### config.mk
export PLATFORM = sky130hd
export DESIGN_NAME = wbmt_top
export DESIGN_NICKNAME = d
export VERILOG_FILES = /design/src/pkg/wbmt_pkg.sv /design/src/hw/wbmt_top.sv
export SDC_FILE = /design/constraint.sdc
export NUM_CORES = 1
export LEC_CHECK = 0
export BUFFER_PORTS_ARGS = -buffer_cell sky130_fd_sc_hd__buf_2
export CAP_MARGIN = 10
export CELL_PAD_IN_SITES_DETAIL_PLACEMENT = 1
export CELL_PAD_IN_SITES_GLOBAL_PLACEMENT = 2
export CORE_MARGIN = 3
export CORE_UTILIZATION = 29
export DETAILED_ROUTE_END_ITERATION = 8
export GPL_TIMING_DRIVEN = 0
export PLACE_DENSITY = 0.85
export SLEW_MARGIN = 20
export SYNTH_ARGS = -nofsm -noshare
export SYNTH_HDL_FRONTEND = slang
export SYNTH_SLANG_ARGS = --single-unit
### constraint.sdc
create_clock -name aclk -period 2.35 [get_ports aclk]
set_input_delay 0.3525 -clock aclk [delete_from_list [all_inputs] [get_ports aclk]]
set_output_delay 0.3525 -clock aclk [all_outputs]
set_load 0.02 [all_outputs]
### src/pkg/wbmt_pkg.sv
// constants shared by the watchdog / bus monitor / timer block
package wbmt_pkg;
   // register indices; byte address is four times the index
   localparam logic [15:0] IDX_RELOAD_HIGH = 16'hF4C0;
   localparam logic [15:0] IDX_RELOAD_LOW = 16'hF4C2;
   localparam logic [15:0] IDX_COUNT_HIGH = 16'hF4C4;
   localparam logic [15:0] IDX_COUNT_LOW = 16'hF4C6;
   localparam logic [15:0] IDX_CLEAR_KEY = 16'hF4C8;
   localparam logic [15:0] IDX_STATUS = 16'hF4CA;

   // status register fields
   localparam int STAT_CLKSTOP_BIT = 0;
   localparam int STAT_MON_EN_BIT = 1;
   localparam int STAT_WDOG_EN_BIT = 7;

   // reset values
   localparam logic [31:0] RELOAD_RESET = 32'h0000FFFF;
   localparam logic [31:0] COUNT_RESET = 32'h0000FFFF;

   // unlock keys, both as 16-bit word writes
   localparam logic [15:0] KEY_FIRST = 16'hF01E;
   localparam logic [15:0] KEY_SECOND = 16'h0FE1;
   localparam logic [3:0] WORD_STRB = 4'h3;

   // timeout pulse length in clocks
   localparam int PULSE_CYCLES = 8;

   // bus answers
   localparam logic [1:0] RESP_OKAY = 2'h0;
   localparam logic [1:0] RESP_SLVERR = 2'h2;

   // unlock sequence progress
   typedef enum logic {
      KEY_IDLE = 1'b0,
      KEY_HALF = 1'b1
   } wbmt_key_e;
endpackage

### src/hw/wbmt_top.sv
// watchdog / bus monitor / general-purpose timer with an AXI4-Lite register slave
`timescale 1ns/1ps

// Operation
// - reset enters timer mode, other modes off
// - counter and reload reset to 0000FFFF, decrement
// - count readable as two halves, undisturbed
// - zero count drives pin eight cycles
// - timer mode reloads cycle after zero
// - reload is 32 bits, high then low
// - timer mode reloads only on timeout
// - strobe in brief bus monitor reloads
// - two keys enter watchdog and reload
// - only exact keys, word size, order
// - unlock sets enable, clears monitor, stop
// - after unlock, status and reload locked
// - repeated unlock reloads the counter
// - strobe reloads and starts, ready stops
// - bus monitor keeps reload and enable writable
// - stop bit freezes unit, clear restarts
// - watchdog mode cannot stop the clock
// - timeout also drives interrupt request line
// - bit 7 read-only watchdog enabled flag
// - bit 1 read/write bus monitor enable
// - bit 0 read/write clock stop
module wbmt_top #(
   parameter int ADDR_W = 18
) (
   // clock and reset
   input wire logic aclk,
   input wire logic aresetn,
   // axi4-lite write address
   input wire logic [ADDR_W-1:0] s_axi_awaddr,
   input wire logic [2:0] s_axi_awprot,
   input wire logic s_axi_awvalid,
   output logic s_axi_awready,
   // axi4-lite write data
   input wire logic [31:0] s_axi_wdata,
   input wire logic [3:0] s_axi_wstrb,
   input wire logic s_axi_wvalid,
   output logic s_axi_wready,
   // axi4-lite write response
   output logic [1:0] s_axi_bresp,
   output logic s_axi_bvalid,
   input wire logic s_axi_bready,
   // axi4-lite read address
   input wire logic [ADDR_W-1:0] s_axi_araddr,
   input wire logic [2:0] s_axi_arprot,
   input wire logic s_axi_arvalid,
   output logic s_axi_arready,
   // axi4-lite read data
   output logic [31:0] s_axi_rdata,
   output logic [1:0] s_axi_rresp,
   output logic s_axi_rvalid,
   input wire logic s_axi_rready,
   // processor bus monitor inputs, same clock
   input wire logic address_strobe_n,
   input wire logic bus_ready_n,
   // timeout outputs
   output logic timeout_output_pin,
   output logic slave_request_line_seven
);
   logic [31:0] reload_q;
   logic [31:0] cnt_q;
   logic wdt_en_q;
   logic mon_en_q;
   logic clkstop_q;
   wbmt_pkg::wbmt_key_e key_q;
   logic bm_run_q;
   logic [2:0] pulse_cnt_q;
   logic pulse_q;
   logic irq_q;
   logic pulse_d;
   logic [2:0] pulse_cnt_d;

   logic [ADDR_W-1:0] awaddr_q;
   logic aw_full_q;
   logic awready_q;
   logic [31:0] wdata_q;
   logic [3:0] wstrb_q;
   logic w_full_q;
   logic wready_q;
   logic bvalid_q;
   logic [1:0] bresp_q;
   logic arready_q;
   logic rvalid_q;
   logic [31:0] rdata_q;
   logic [1:0] rresp_q;

   function automatic logic [15:0] reg_index(input logic [ADDR_W-1:0] addr);
      reg_index = 16'(addr[ADDR_W-1:2]);
   endfunction

   function automatic logic is_mapped(input logic [15:0] idx);
      is_mapped = (idx == wbmt_pkg::IDX_RELOAD_HIGH) || (idx == wbmt_pkg::IDX_RELOAD_LOW) ||
                  (idx == wbmt_pkg::IDX_COUNT_HIGH) || (idx == wbmt_pkg::IDX_COUNT_LOW) ||
                  (idx == wbmt_pkg::IDX_CLEAR_KEY) || (idx == wbmt_pkg::IDX_STATUS);
   endfunction

   function automatic logic [15:0] merge16(input logic [15:0] old, input logic [15:0] nw,
                                           input logic [1:0] strb);
      merge16 = {strb[1] ? nw[15:8] : old[15:8], strb[0] ? nw[7:0] : old[7:0]};
   endfunction

   // write decode
   logic wr_go;
   logic [15:0] widx;
   logic wr_word;
   logic hit_rldh;
   logic hit_rldl;
   logic hit_status;
   logic hit_clr;
   logic key_first;
   logic unlock_done;
   assign wr_go = aw_full_q && w_full_q && !bvalid_q;
   assign widx = reg_index(awaddr_q);
   assign wr_word = (wstrb_q == wbmt_pkg::WORD_STRB);
   assign hit_rldh = wr_go && (widx == wbmt_pkg::IDX_RELOAD_HIGH);
   assign hit_rldl = wr_go && (widx == wbmt_pkg::IDX_RELOAD_LOW);
   assign hit_status = wr_go && (widx == wbmt_pkg::IDX_STATUS);
   assign hit_clr = wr_go && (widx == wbmt_pkg::IDX_CLEAR_KEY) && wr_word;
   assign key_first = hit_clr && (wdata_q[15:0] == wbmt_pkg::KEY_FIRST);
   assign unlock_done = hit_clr && (key_q == wbmt_pkg::KEY_HALF) &&
                        (wdata_q[15:0] == wbmt_pkg::KEY_SECOND);

   // mode and count control
   logic gp_mode;
   logic bm_mode;
   logic bm_load;
   logic gp_reload;
   logic dec_w;
   logic zero_hit;
   assign gp_mode = !wdt_en_q && !mon_en_q;
   assign bm_mode = mon_en_q && !wdt_en_q;
   assign bm_load = bm_mode && !clkstop_q && !address_strobe_n && !unlock_done;
   assign gp_reload = gp_mode && !clkstop_q && (cnt_q == 32'h0) && !unlock_done;
   assign dec_w = !clkstop_q && !unlock_done && !bm_load && (cnt_q != 32'h0) &&
                  (!bm_mode || bm_run_q);
   assign zero_hit = dec_w && (cnt_q == 32'h1);

   // write address channel
   always_ff @(posedge aclk) begin
      if (!aresetn) begin
         aw_full_q <= 1'b0;
         awready_q <= 1'b0;
         awaddr_q <= '0;
      end else if (s_axi_awvalid && awready_q) begin
         aw_full_q <= 1'b1;
         awready_q <= 1'b0;
         awaddr_q <= s_axi_awaddr;
      end else if (wr_go) begin
         aw_full_q <= 1'b0;
         awready_q <= 1'b1;
      end else begin
         awready_q <= !aw_full_q;
      end
   end

   // write data channel
   always_ff @(posedge aclk) begin
      if (!aresetn) begin
         w_full_q <= 1'b0;
         wready_q <= 1'b0;
         wdata_q <= '0;
         wstrb_q <= '0;
      end else if (s_axi_wvalid && wready_q) begin
         w_full_q <= 1'b1;
         wready_q <= 1'b0;
         wdata_q <= s_axi_wdata;
         wstrb_q <= s_axi_wstrb;
      end else if (wr_go) begin
         w_full_q <= 1'b0;
         wready_q <= 1'b1;
      end else begin
         wready_q <= !w_full_q;
      end
   end

   // write response
   always_ff @(posedge aclk) begin
      if (!aresetn) begin
         bvalid_q <= 1'b0;
         bresp_q <= wbmt_pkg::RESP_OKAY;
      end else if (wr_go) begin
         bvalid_q <= 1'b1;
         bresp_q <= is_mapped(widx) ? wbmt_pkg::RESP_OKAY : wbmt_pkg::RESP_SLVERR;
      end else if (s_axi_bready) begin
         bvalid_q <= 1'b0;
      end
   end

   // read channel; count halves are sampled without side effects
   always_ff @(posedge aclk) begin
      if (!aresetn) begin
         arready_q <= 1'b0;
         rvalid_q <= 1'b0;
         rdata_q <= '0;
         rresp_q <= wbmt_pkg::RESP_OKAY;
      end else if (s_axi_arvalid && arready_q) begin
         arready_q <= 1'b0;
         rvalid_q <= 1'b1;
         rresp_q <= is_mapped(reg_index(s_axi_araddr)) ? wbmt_pkg::RESP_OKAY
                                                       : wbmt_pkg::RESP_SLVERR;
         case (reg_index(s_axi_araddr))
            wbmt_pkg::IDX_RELOAD_HIGH: rdata_q <= {16'h0000, reload_q[31:16]};
            wbmt_pkg::IDX_RELOAD_LOW: rdata_q <= {16'h0000, reload_q[15:0]};
            wbmt_pkg::IDX_COUNT_HIGH: rdata_q <= {16'h0000, cnt_q[31:16]};
            wbmt_pkg::IDX_COUNT_LOW: rdata_q <= {16'h0000, cnt_q[15:0]};
            wbmt_pkg::IDX_STATUS: begin
               rdata_q <= 32'h0;
               rdata_q[wbmt_pkg::STAT_WDOG_EN_BIT] <= wdt_en_q;
               rdata_q[wbmt_pkg::STAT_MON_EN_BIT] <= mon_en_q;
               rdata_q[wbmt_pkg::STAT_CLKSTOP_BIT] <= clkstop_q;
            end
            default: rdata_q <= 32'h0;
         endcase
      end else if (rvalid_q && s_axi_rready) begin
         rvalid_q <= 1'b0;
         arready_q <= 1'b1;
      end else begin
         arready_q <= !rvalid_q;
      end
   end

   // unlock sequence tracker; any write other than a first key breaks the pair
   always_ff @(posedge aclk) begin
      if (!aresetn) begin
         key_q <= wbmt_pkg::KEY_IDLE;
      end else if (wr_go) begin
         case (key_q)
            wbmt_pkg::KEY_IDLE: key_q <= key_first ? wbmt_pkg::KEY_HALF : wbmt_pkg::KEY_IDLE;
            wbmt_pkg::KEY_HALF: key_q <= key_first ? wbmt_pkg::KEY_HALF : wbmt_pkg::KEY_IDLE;
            default: key_q <= wbmt_pkg::KEY_IDLE;
         endcase
      end
   end

   // status register; only reset clears the enable flag
   always_ff @(posedge aclk) begin
      if (!aresetn) begin
         wdt_en_q <= 1'b0;
         mon_en_q <= 1'b0;
         clkstop_q <= 1'b0;
      end else if (unlock_done) begin
         wdt_en_q <= 1'b1;
         mon_en_q <= 1'b0;
         clkstop_q <= 1'b0;
      end else if (hit_status && !wdt_en_q && wstrb_q[0]) begin
         mon_en_q <= wdata_q[wbmt_pkg::STAT_MON_EN_BIT];
         clkstop_q <= wdata_q[wbmt_pkg::STAT_CLKSTOP_BIT];
      end
   end

   // reload value, high and low halves
   always_ff @(posedge aclk) begin
      if (!aresetn) begin
         reload_q <= wbmt_pkg::RELOAD_RESET;
      end else begin
         if (hit_rldh && !wdt_en_q) begin
            reload_q[31:16] <= merge16(reload_q[31:16], wdata_q[15:0], wstrb_q[1:0]);
         end
         if (hit_rldl && !wdt_en_q) begin
            reload_q[15:0] <= merge16(reload_q[15:0], wdata_q[15:0], wstrb_q[1:0]);
         end
      end
   end

   // bus cycle tracking for monitor mode
   always_ff @(posedge aclk) begin
      if (!aresetn) begin
         bm_run_q <= 1'b0;
      end else if (!bm_mode) begin
         bm_run_q <= 1'b0;
      end else if (bm_load) begin
         bm_run_q <= 1'b1;
      end else if (!bus_ready_n && !clkstop_q) begin
         bm_run_q <= 1'b0;
      end
   end

   // down-counter; reload writes never touch it directly
   // loads only at reload events
   always_ff @(posedge aclk) begin
      if (!aresetn) begin
         cnt_q <= wbmt_pkg::COUNT_RESET;
      end else if (unlock_done) begin
         cnt_q <= reload_q;
      end else if (bm_load) begin
         cnt_q <= reload_q;
      end else if (gp_reload) begin
         cnt_q <= reload_q;
      end else if (dec_w) begin
         cnt_q <= cnt_q - 32'h1;
      end
   end

   // timeout pulse; frozen with the rest of the unit when stopped
   always_comb begin
      pulse_d = pulse_q;
      pulse_cnt_d = pulse_cnt_q;
      if (clkstop_q) begin
         pulse_d = pulse_q;
      end else if (zero_hit) begin
         pulse_d = 1'b1;
         pulse_cnt_d = 3'h0;
      end else if (pulse_q) begin
         pulse_cnt_d = pulse_cnt_q + 3'h1;
         if (pulse_cnt_q == 3'(wbmt_pkg::PULSE_CYCLES - 1)) begin
            pulse_d = 1'b0;
         end
      end
   end

   always_ff @(posedge aclk) begin
      if (!aresetn) begin
         pulse_q <= 1'b0;
         pulse_cnt_q <= 3'h0;
      end else begin
         pulse_q <= pulse_d;
         pulse_cnt_q <= pulse_cnt_d;
      end
   end

   // internal request copy; a level, so the controller must edge-trigger
   always_ff @(posedge aclk) begin
      if (!aresetn) begin
         irq_q <= 1'b0;
      end else begin
         irq_q <= pulse_d;
      end
   end

   assign s_axi_awready = awready_q;
   assign s_axi_wready = wready_q;
   assign s_axi_bvalid = bvalid_q;
   assign s_axi_bresp = bresp_q;
   assign s_axi_arready = arready_q;
   assign s_axi_rvalid = rvalid_q;
   assign s_axi_rdata = rdata_q;
   assign s_axi_rresp = rresp_q;
   assign timeout_output_pin = pulse_q;
   assign slave_request_line_seven = irq_q;

   property p_reset_mode;
      @(posedge aclk) !aresetn |=> (!wdt_en_q && !mon_en_q && !clkstop_q &&
         cnt_q == wbmt_pkg::COUNT_RESET && reload_q == wbmt_pkg::RELOAD_RESET);
   endproperty
   a_reset_mode: assert property (p_reset_mode) else $error("reset state wrong");

   property p_decrement;
      @(posedge aclk) disable iff (!aresetn) dec_w |=> cnt_q == $past(cnt_q) - 32'h1;
   endproperty
   a_decrement: assert property (p_decrement) else $error("count did not decrement");

   property p_pulse_len;
      @(posedge aclk) disable iff (!aresetn)
         zero_hit ##1 (!clkstop_q && !zero_hit)[*8] |=> !timeout_output_pin;
   endproperty
   a_pulse_len: assert property (p_pulse_len) else $error("pulse not eight cycles");

   property p_pulse_high;
      @(posedge aclk) disable iff (!aresetn)
         (zero_hit && !clkstop_q) |=> timeout_output_pin[*8];
   endproperty
   a_pulse_high: assert property (p_pulse_high) else $error("pulse dropped early");

   property p_gp_reload;
      @(posedge aclk) disable iff (!aresetn) gp_reload |=> cnt_q == $past(reload_q);
   endproperty
   a_gp_reload: assert property (p_gp_reload) else $error("timer mode reload missed");

   property p_reload_write_isolated;
      @(posedge aclk) disable iff (!aresetn)
         ((hit_rldh || hit_rldl) && dec_w) |=> cnt_q == $past(cnt_q) - 32'h1;
   endproperty
   a_reload_write_isolated: assert property (p_reload_write_isolated)
      else $error("reload write moved count");

   property p_unlock;
      @(posedge aclk) disable iff (!aresetn)
         unlock_done |=> (wdt_en_q && !mon_en_q && !clkstop_q && cnt_q == $past(reload_q));
   endproperty
   a_unlock: assert property (p_unlock) else $error("unlock effects wrong");

   property p_locked;
      @(posedge aclk) disable iff (!aresetn)
         (wdt_en_q && wr_go) |=> ($stable(reload_q) && !mon_en_q && !clkstop_q && wdt_en_q);
   endproperty
   a_locked: assert property (p_locked) else $error("locked register changed");

   property p_bm_strobe;
      @(posedge aclk) disable iff (!aresetn)
         bm_load |=> (cnt_q == $past(reload_q) && bm_run_q);
   endproperty
   a_bm_strobe: assert property (p_bm_strobe) else $error("strobe did not reload");

   property p_stop_freeze;
      @(posedge aclk) disable iff (!aresetn)
         (clkstop_q && !unlock_done) |=> ($stable(cnt_q) && $stable(timeout_output_pin));
   endproperty
   a_stop_freeze: assert property (p_stop_freeze) else $error("stopped unit moved");

   property p_irq_pin;
      @(posedge aclk) disable iff (!aresetn) slave_request_line_seven == timeout_output_pin;
   endproperty
   a_irq_pin: assert property (p_irq_pin) else $error("request line differs from pin");
endmodule

==> results of run 1 <==
placed cells by master (no fill, tap or decap), types with 10 or more instances in the layout:
| master | netlist | routed |
|---|---|---|
| mux2_2 | 10 | 10 |
| buf_6 | 0 | 11 |
| nand4_1 | 10 | 10 |
| a221oi_1 | 15 | 12 |
| inv_1 | 20 | 18 |
| o21ai_0 | 23 | 22 |
| a22oi_1 | 17 | 17 |
| nor3_1 | 18 | 13 |
| dfxtp_2 | 0 | 20 |
| a21oi_1 | 52 | 50 |
| conb_1 | 1 | 18 |
| nor2_1 | 49 | 47 |
| clkbuf_1 | 36 | 28 |
| dfxtp_1 | 134 | 106 |
| nand2_1 | 128 | 127 |
| buf_4 | 23 | 50 |
| mux2i_1 | 41 | 40 |
| clkbuf_16 | 0 | 20 |
| buf_2 | 7 | 85 |
| a21o_1 | 11 | 11 |
per-stage QoR:
step / std cells / setup WS, ps
final: 1221 / -181.3
after global routing: 1221 / -244.5
after CTS: 1202 / -37.74
after detailed placement: 1151 / -928.8
after global placement: 1151 / -884.1
after floorplan: 787 / 4.005
power breakdown:
| group | total, mW | leakage (nW) | switching [mW] | internal, mW |
|---|---|---|---|---|
| Combinational | 0.380 | 2.31 | 0.227 | 0.152 |
| Clock | 2.82 | 0.291 | 1.11 | 1.71 |
| Sequential | 2.37 | 1.10 | 0.0545 | 2.32 |
flip-flops by register name (all words and copies together), names as in the netlist, 3 cells and up:
register and flops:
cnt_q 32, wdata_q 16, pulse_cnt_q 3, wstrb_q 4, awaddr_q 16, s_axi_rdata 16, reload_q 32
worst min path at each step:
stage / cells past startpoint / endpoint / slack (ps)
6_report: 3 / awaddr_q[13] / 150
5_1_grt: 3 / awaddr_q[8] / 160
4_1_cts: 3 / awaddr_q[16] / 140
3_5_place_dp: 2 / s_axi_rdata[9] / 440
3_3_place_gp: 2 / s_axi_rdata[2] / 430
2_1_floorplan: 2 / awaddr_q[16] / 430
final cells by class:
type	instances	area [sq um]
fillers	2546	13010
multi-input cells	562	3836
flip-flops and latches	134	2738
repair buffers	127	877.1
plain buffers	66	455.4
clock buffers	19	442.9
well taps	280	350.3
clock inverters	13	170.2
inverters	20	75.07
per-layer routing:
layer  track usage [%]  vias to the layer above  part of all wire [%]
met5                 0                        -                     0
met4             7.359                        0                   3.1
met3             3.273                       59                   7.2
met2             31.09                      287                    46
met1             27.49                     3295                    44
li1                  -                     3095                     -
tightest hold or removal path, stage by stage:
cell     delay (ps)
buf_2            90
nand2_1          40
a21oi_1          50
kinds of logic after synthesis:
| family | Yosys count | share of synthesized area (%) |
|---|---|---|
| simple gates | 305 | 23.94 |
| other cells | 1 | 0.05748 |
| compound gates | 178 | 18.53 |
| xor+xnor | 5 | 0.6714 |
| fa+ha+maj | 5 | 0.9590 |
| buf+inv | 91 | 6.713 |
| mux | 51 | 8.017 |
| flops | 134 | 41.12 |
what timing repair did:
| action | in CTS | in global routing |
|---|---|---|
| gates cloned | 1 | 3 |
| buffers inserted | 23 | 17 |
| pin swaps | 13 | 23 |
| setup endpoints to repair | 75 | 77 |
| resized for setup | 70 | 82 |
==> metrics.txt, run 1 <==
register area share after synthesis=41.12%; min Tclk post-route=2531 ps; YS warnings=0; Core ar.=21,960 sq um; post-synth cell types=a little under 70; 1st-iter DRT viols=637; initial antenna violation count=0; Die Ht=156.0 um; worst hold path class=input pin to flip-flop; Detailed Routing Iterations Pass 1=5; critical path's top delay family=simple AND/OR/NAND/NOR gates; Final ANT Viol Nets=0; syn_area_per_cell=approximately 8.5 sq um; count leader, synth=dfxtp_1; global-route wire length before repair=37,320 um; CP peak stage delay=approximately 560 ps; slowest CP cell=or4_4; critical path launch point=cnt_q[28]; relative slew slack=between 40% and 50%; total design power=roughly 5.6 mW; Min Hold Slack=152.2 ps; dominant synthesized flop cell=dfxtp_1; R2R Path Start=cnt_q[28]; Residual DRC=0; layout cell share with drive strength beyond 1=around 31%; P_leak=~3.7 nW; via count=6,736; Routed Wire Length=roughly 25,000 um; period utilization=107.7%; initial core utilization=just under 30%; Tot GR Track Use=19.85%; asr flop ratio synth=0%; # diodes=0; Max Clock Freq=395.1 MHz; Synth area leader=dfxtp_1; Syn Inst Count=a little under 800; Worst-path clk slew=70 ps; PwrDens=623.2 nW/um^2; Num CTS Buffers=17; startpoint types=flip-flop; Max-Cap Viols=0; Clock Skew=10.75 ps; buffers added on ports=between 80 and 90; Reg2Reg Setup Slack=-180 ps; CTS H-tree lvls=4; maximum clock path buffer count=2; Final Hold Fails=0; CTS Sinks=134; failing checks=setup timing; TNS Setup=-1755 ps; vias in the first global route=approximately 6.5k; grt total ovfl=0; stages on the worst setup path=8; # rows=54; post-layout util=roughly two fifths; design area=8945 sq um; CTS root buffer=clkbuf_16; Final nets=1,020; crit-path cells=or4_4 -> nor4_4 -> a41o_1 -> buf_6 -> buf_4 -> nor3_2 -> a2111oi_2 -> a311oi_2; layout overhead on the synthesized area=37.11%; largest cells by area after synthesis=dfxtp_1, nand2_1, mux2i_1, a21oi_1, nor2_1; pin count of the biggest net entering global routing=17; CP endpoint=cnt_q[8]; worst setup margin=-181.3 ps; worst vdd ir=494.4 uV; CTS tree=built; Cell Area, Synth=6524 sq um; DR vias/cell=5.517; count of final max-slew check failures=0; full die area=24,330 sq um; Post-synth EDFFs=0; reg2reg path depth=8; status=finished with violations; Post-DP HPWL=around 17,000 um; Setup Crit Path Kind=flip-flop to flip-flop; Synth top cells by count=dfxtp_1, nand2_1, a21oi_1; worst path required time=2640 ps; # hold bufs at CTS=0; register bit total from synthesis=134; Die W=156.0 um; WP data arrival=2820 ps; RSZ-0062 raised after global routing=yes; CP Buf/Inv Count=2; IO Pins=130; CP Capture Type=flip-flop; routability cong.=0.9016; # setup viols final=27; R2R Path End=cnt_q[8]; post-place instance area=approximately 7400 sq um; Worst-Margin Slew=801.2 ps; top cell type's share of synthesized area=41.12%; worst-path maximum fanout=5; DR WL/cell=a little over 20 um; Skew-Pair Late Insertion Delay=between 400 and 500 ps; hold_sp=s_axi_awaddr[13]
(Power assumes the default switching activity.)
==> run 2: changes to the inputs <==
--- a/config.mk
+++ b/config.mk
@@ -14,6 +14,7 @@
 export DETAILED_ROUTE_END_ITERATION = 8
 export GPL_TIMING_DRIVEN = 0
 export PLACE_DENSITY = 0.85
+export SETUP_SLACK_MARGIN = 0.4
 export SLEW_MARGIN = 20
 export SYNTH_ARGS = -nofsm -noshare
 export SYNTH_HDL_FRONTEND = slang
==> metrics.txt, run 2 (synthesis gave the netlist of run 1 again) <==
status=finished with violations; failing checks=setup timing; initial core utilization=29.71%; commonest non-fill, non-tap cells in the layout=nand2_1, dfxtp_1, buf_2; vias in the first global route=6,967; worst path required time=2610 ps; CP Capture Type=flip-flop; CTS root buffer=clkbuf_16; global-route wire length before repair=39,960 um; R2R Path End=cnt_q[13]; fillers=2,520; Tot GR Track Use=21.30%; full die area=between 20,000 and 25,000 sq um; Skew-Pair Late Insertion Delay=440 ps; slowest CP cell=or4_4; Cell Int Power=approximately 4.2 mW; CTS tree=built; Detailed Routing Iterations Pass 1=6; PwrDens=586.9 nW/um^2; Worst-Margin Slew=~940 ps; NetSw=1.437 mW; hold_sp=s_axi_awaddr[10]; DR vias/cell=5.569; worst-path maximum fanout=6; Max Clock Freq=370.1 MHz; Core ar.=between 20,000 and 25,000 sq um; DR WL/cell=21.83 um; Reg2Reg Setup Slack=-350 ps; P_leak=3.985 nW; reg2reg path depth=11; Comb pwr share=7.1%; Sequential Area=~2700 sq um; Residual DRC=0; worst hold path class=input pin to flip-flop; # diodes=0; Final Hold Fails=0; stages on the worst setup path=11; layout cell share with drive strength beyond 1=35.41%; IO Pins=130; 1st-iter DRT viols=538; Worst-path clk slew=70 ps; CP peak stage delay=560 ps; pin count of the biggest net entering global routing=17; WP data arrival=between 2000 and 3000 ps; grt total ovfl=0; post-place instance area=around 7600 sq um; top flop regs=cnt_q (32), reload_q (32); CP endpoint=cnt_q[13]; Clock Skew=9.897 ps; design area=roughly 9500 sq um; Routed Wire Length=approximately 28,000 um; min Tclk post-route=2702 ps; sw frac=25.70%; # rows=54; count of final max-slew check failures=0; Die W=156.0 um; post-layout util=a little over two fifths; Final ANT Viol Nets=0; RSZ-0062 raised after global routing=yes; R2R Path Start=cnt_q[27]; CTS Sinks=134; layout overhead on the synthesized area=46.07%; footprint of the multi-input gates=3995 sq um; startpoint types=flip-flop; Clock power frac=50.5%; routability cong.=roughly 0.9; Num CTS Buffers=17; worst vdd ir=526.7 uV; Final nets=1,060; CTS H-tree lvls=4; worst setup margin=-351.8 ps; period utilization=115.0%; critical path's top delay family=simple AND/OR/NAND/NOR gates; # setup viols final=36; relative slew slack=37.21%; maximum clock path buffer count=2; critical path launch point=cnt_q[27]; Setup Crit Path Kind=flip-flop to flip-flop; Max-Cap Viols=0; Die Ht=156.0 um; crit-path cells=or4_4 -> nor4_4 -> buf_4 -> a41o_1 -> buf_6 -> buf_12 -> nor2_4 -> buf_8 -> buf_8 -> mux2i_1 -> o2111ai_1; via count=7,017; most used cell, CP=buf_8; sequential power share=42.4%; most common cell after layout, fill and taps aside=nand2_1; initial antenna violation count=0; Post-DP HPWL=17,380 um; buffers added on ports=84; CP Buf/Inv Count=5
-- run 2: power groups by stage --
stage          Clock [mW]  Combinational (mW)  Sequential [mW]
2_1_floorplan           0               0.221             2.42
3_3_place_gp            0               0.363             2.42
3_5_place_dp            0               0.369             2.42
6_report             2.82               0.396             2.37
4_1_cts              2.82               0.383             2.37
5_1_grt              2.96               0.432             2.38
-- run 2: per-layer routing --
metal | GRT usage (%) | routed length [um] | vias up
li1 | - | - | 3166
met5 | 0 | 0 | -
met4 | 10.77 | 1051 | 0
met2 | 34.14 | 12980 | 336
met1 | 27.01 | 11480 | 3421
met3 | 4.605 | 1992 | 94
-- run 2: timing repair --
action,in CTS,in global routing
hold buffers,0,0
pin swaps,37,36
gates cloned,5,1
gates resized for setup,77,70
setup buffers,47,25
endpoints found under the setup margin,89,86
-- run 2: tightest hold or removal path: cells and delay by family --
family | cells | cell delay [ps]
AO/OA/AOI/OAI | 1 | 50
buffers and inverters | 1 | 90
AND/OR/NAND/NOR | 1 | 50
-- run 2: cell type report --
type                    count  share of cell area, %
clock buffers              18                  4.504
plain buffers              71                  5.935
inverters                  20                 0.7878
clock inverters            13                  1.825
multi-input cells         563                  41.92
repair buffers            161                  12.84
well taps                 280                  3.676
flip-flops and latches    134                  28.51
-- run 2: worst min path at each step --
| stage | end | slack [ps] | cells past startpoint |
|---|---|---|---|
| 4_1_cts | wdata_q[7] | 150 | 3 |
| 3_3_place_gp | s_axi_rdata[2] | 430 | 2 |
| 3_5_place_dp | s_axi_rdata[3] | 440 | 2 |
| 6_report | awaddr_q[10] | 150 | 3 |
| 2_1_floorplan | awaddr_q[17] | 430 | 2 |
| 5_1_grt | awaddr_q[10] | 150 | 3 |
-- run 2: stage by stage --
step,TNS [ps],worst slack [ps],std cells,hold slack (ps),power [mW]
after floorplan,0,18.91,787,431.1,2.637
after global placement,-9755,-628.8,1151,434.9,2.781
after detailed placement,-11600,-655.7,1151,441.2,2.789
after CTS,-361.4,-69.63,1234,146.1,5.578
after global routing,-11170,-438.2,1260,149.0,5.773
final,-9060,-351.8,1260,145.2,5.592
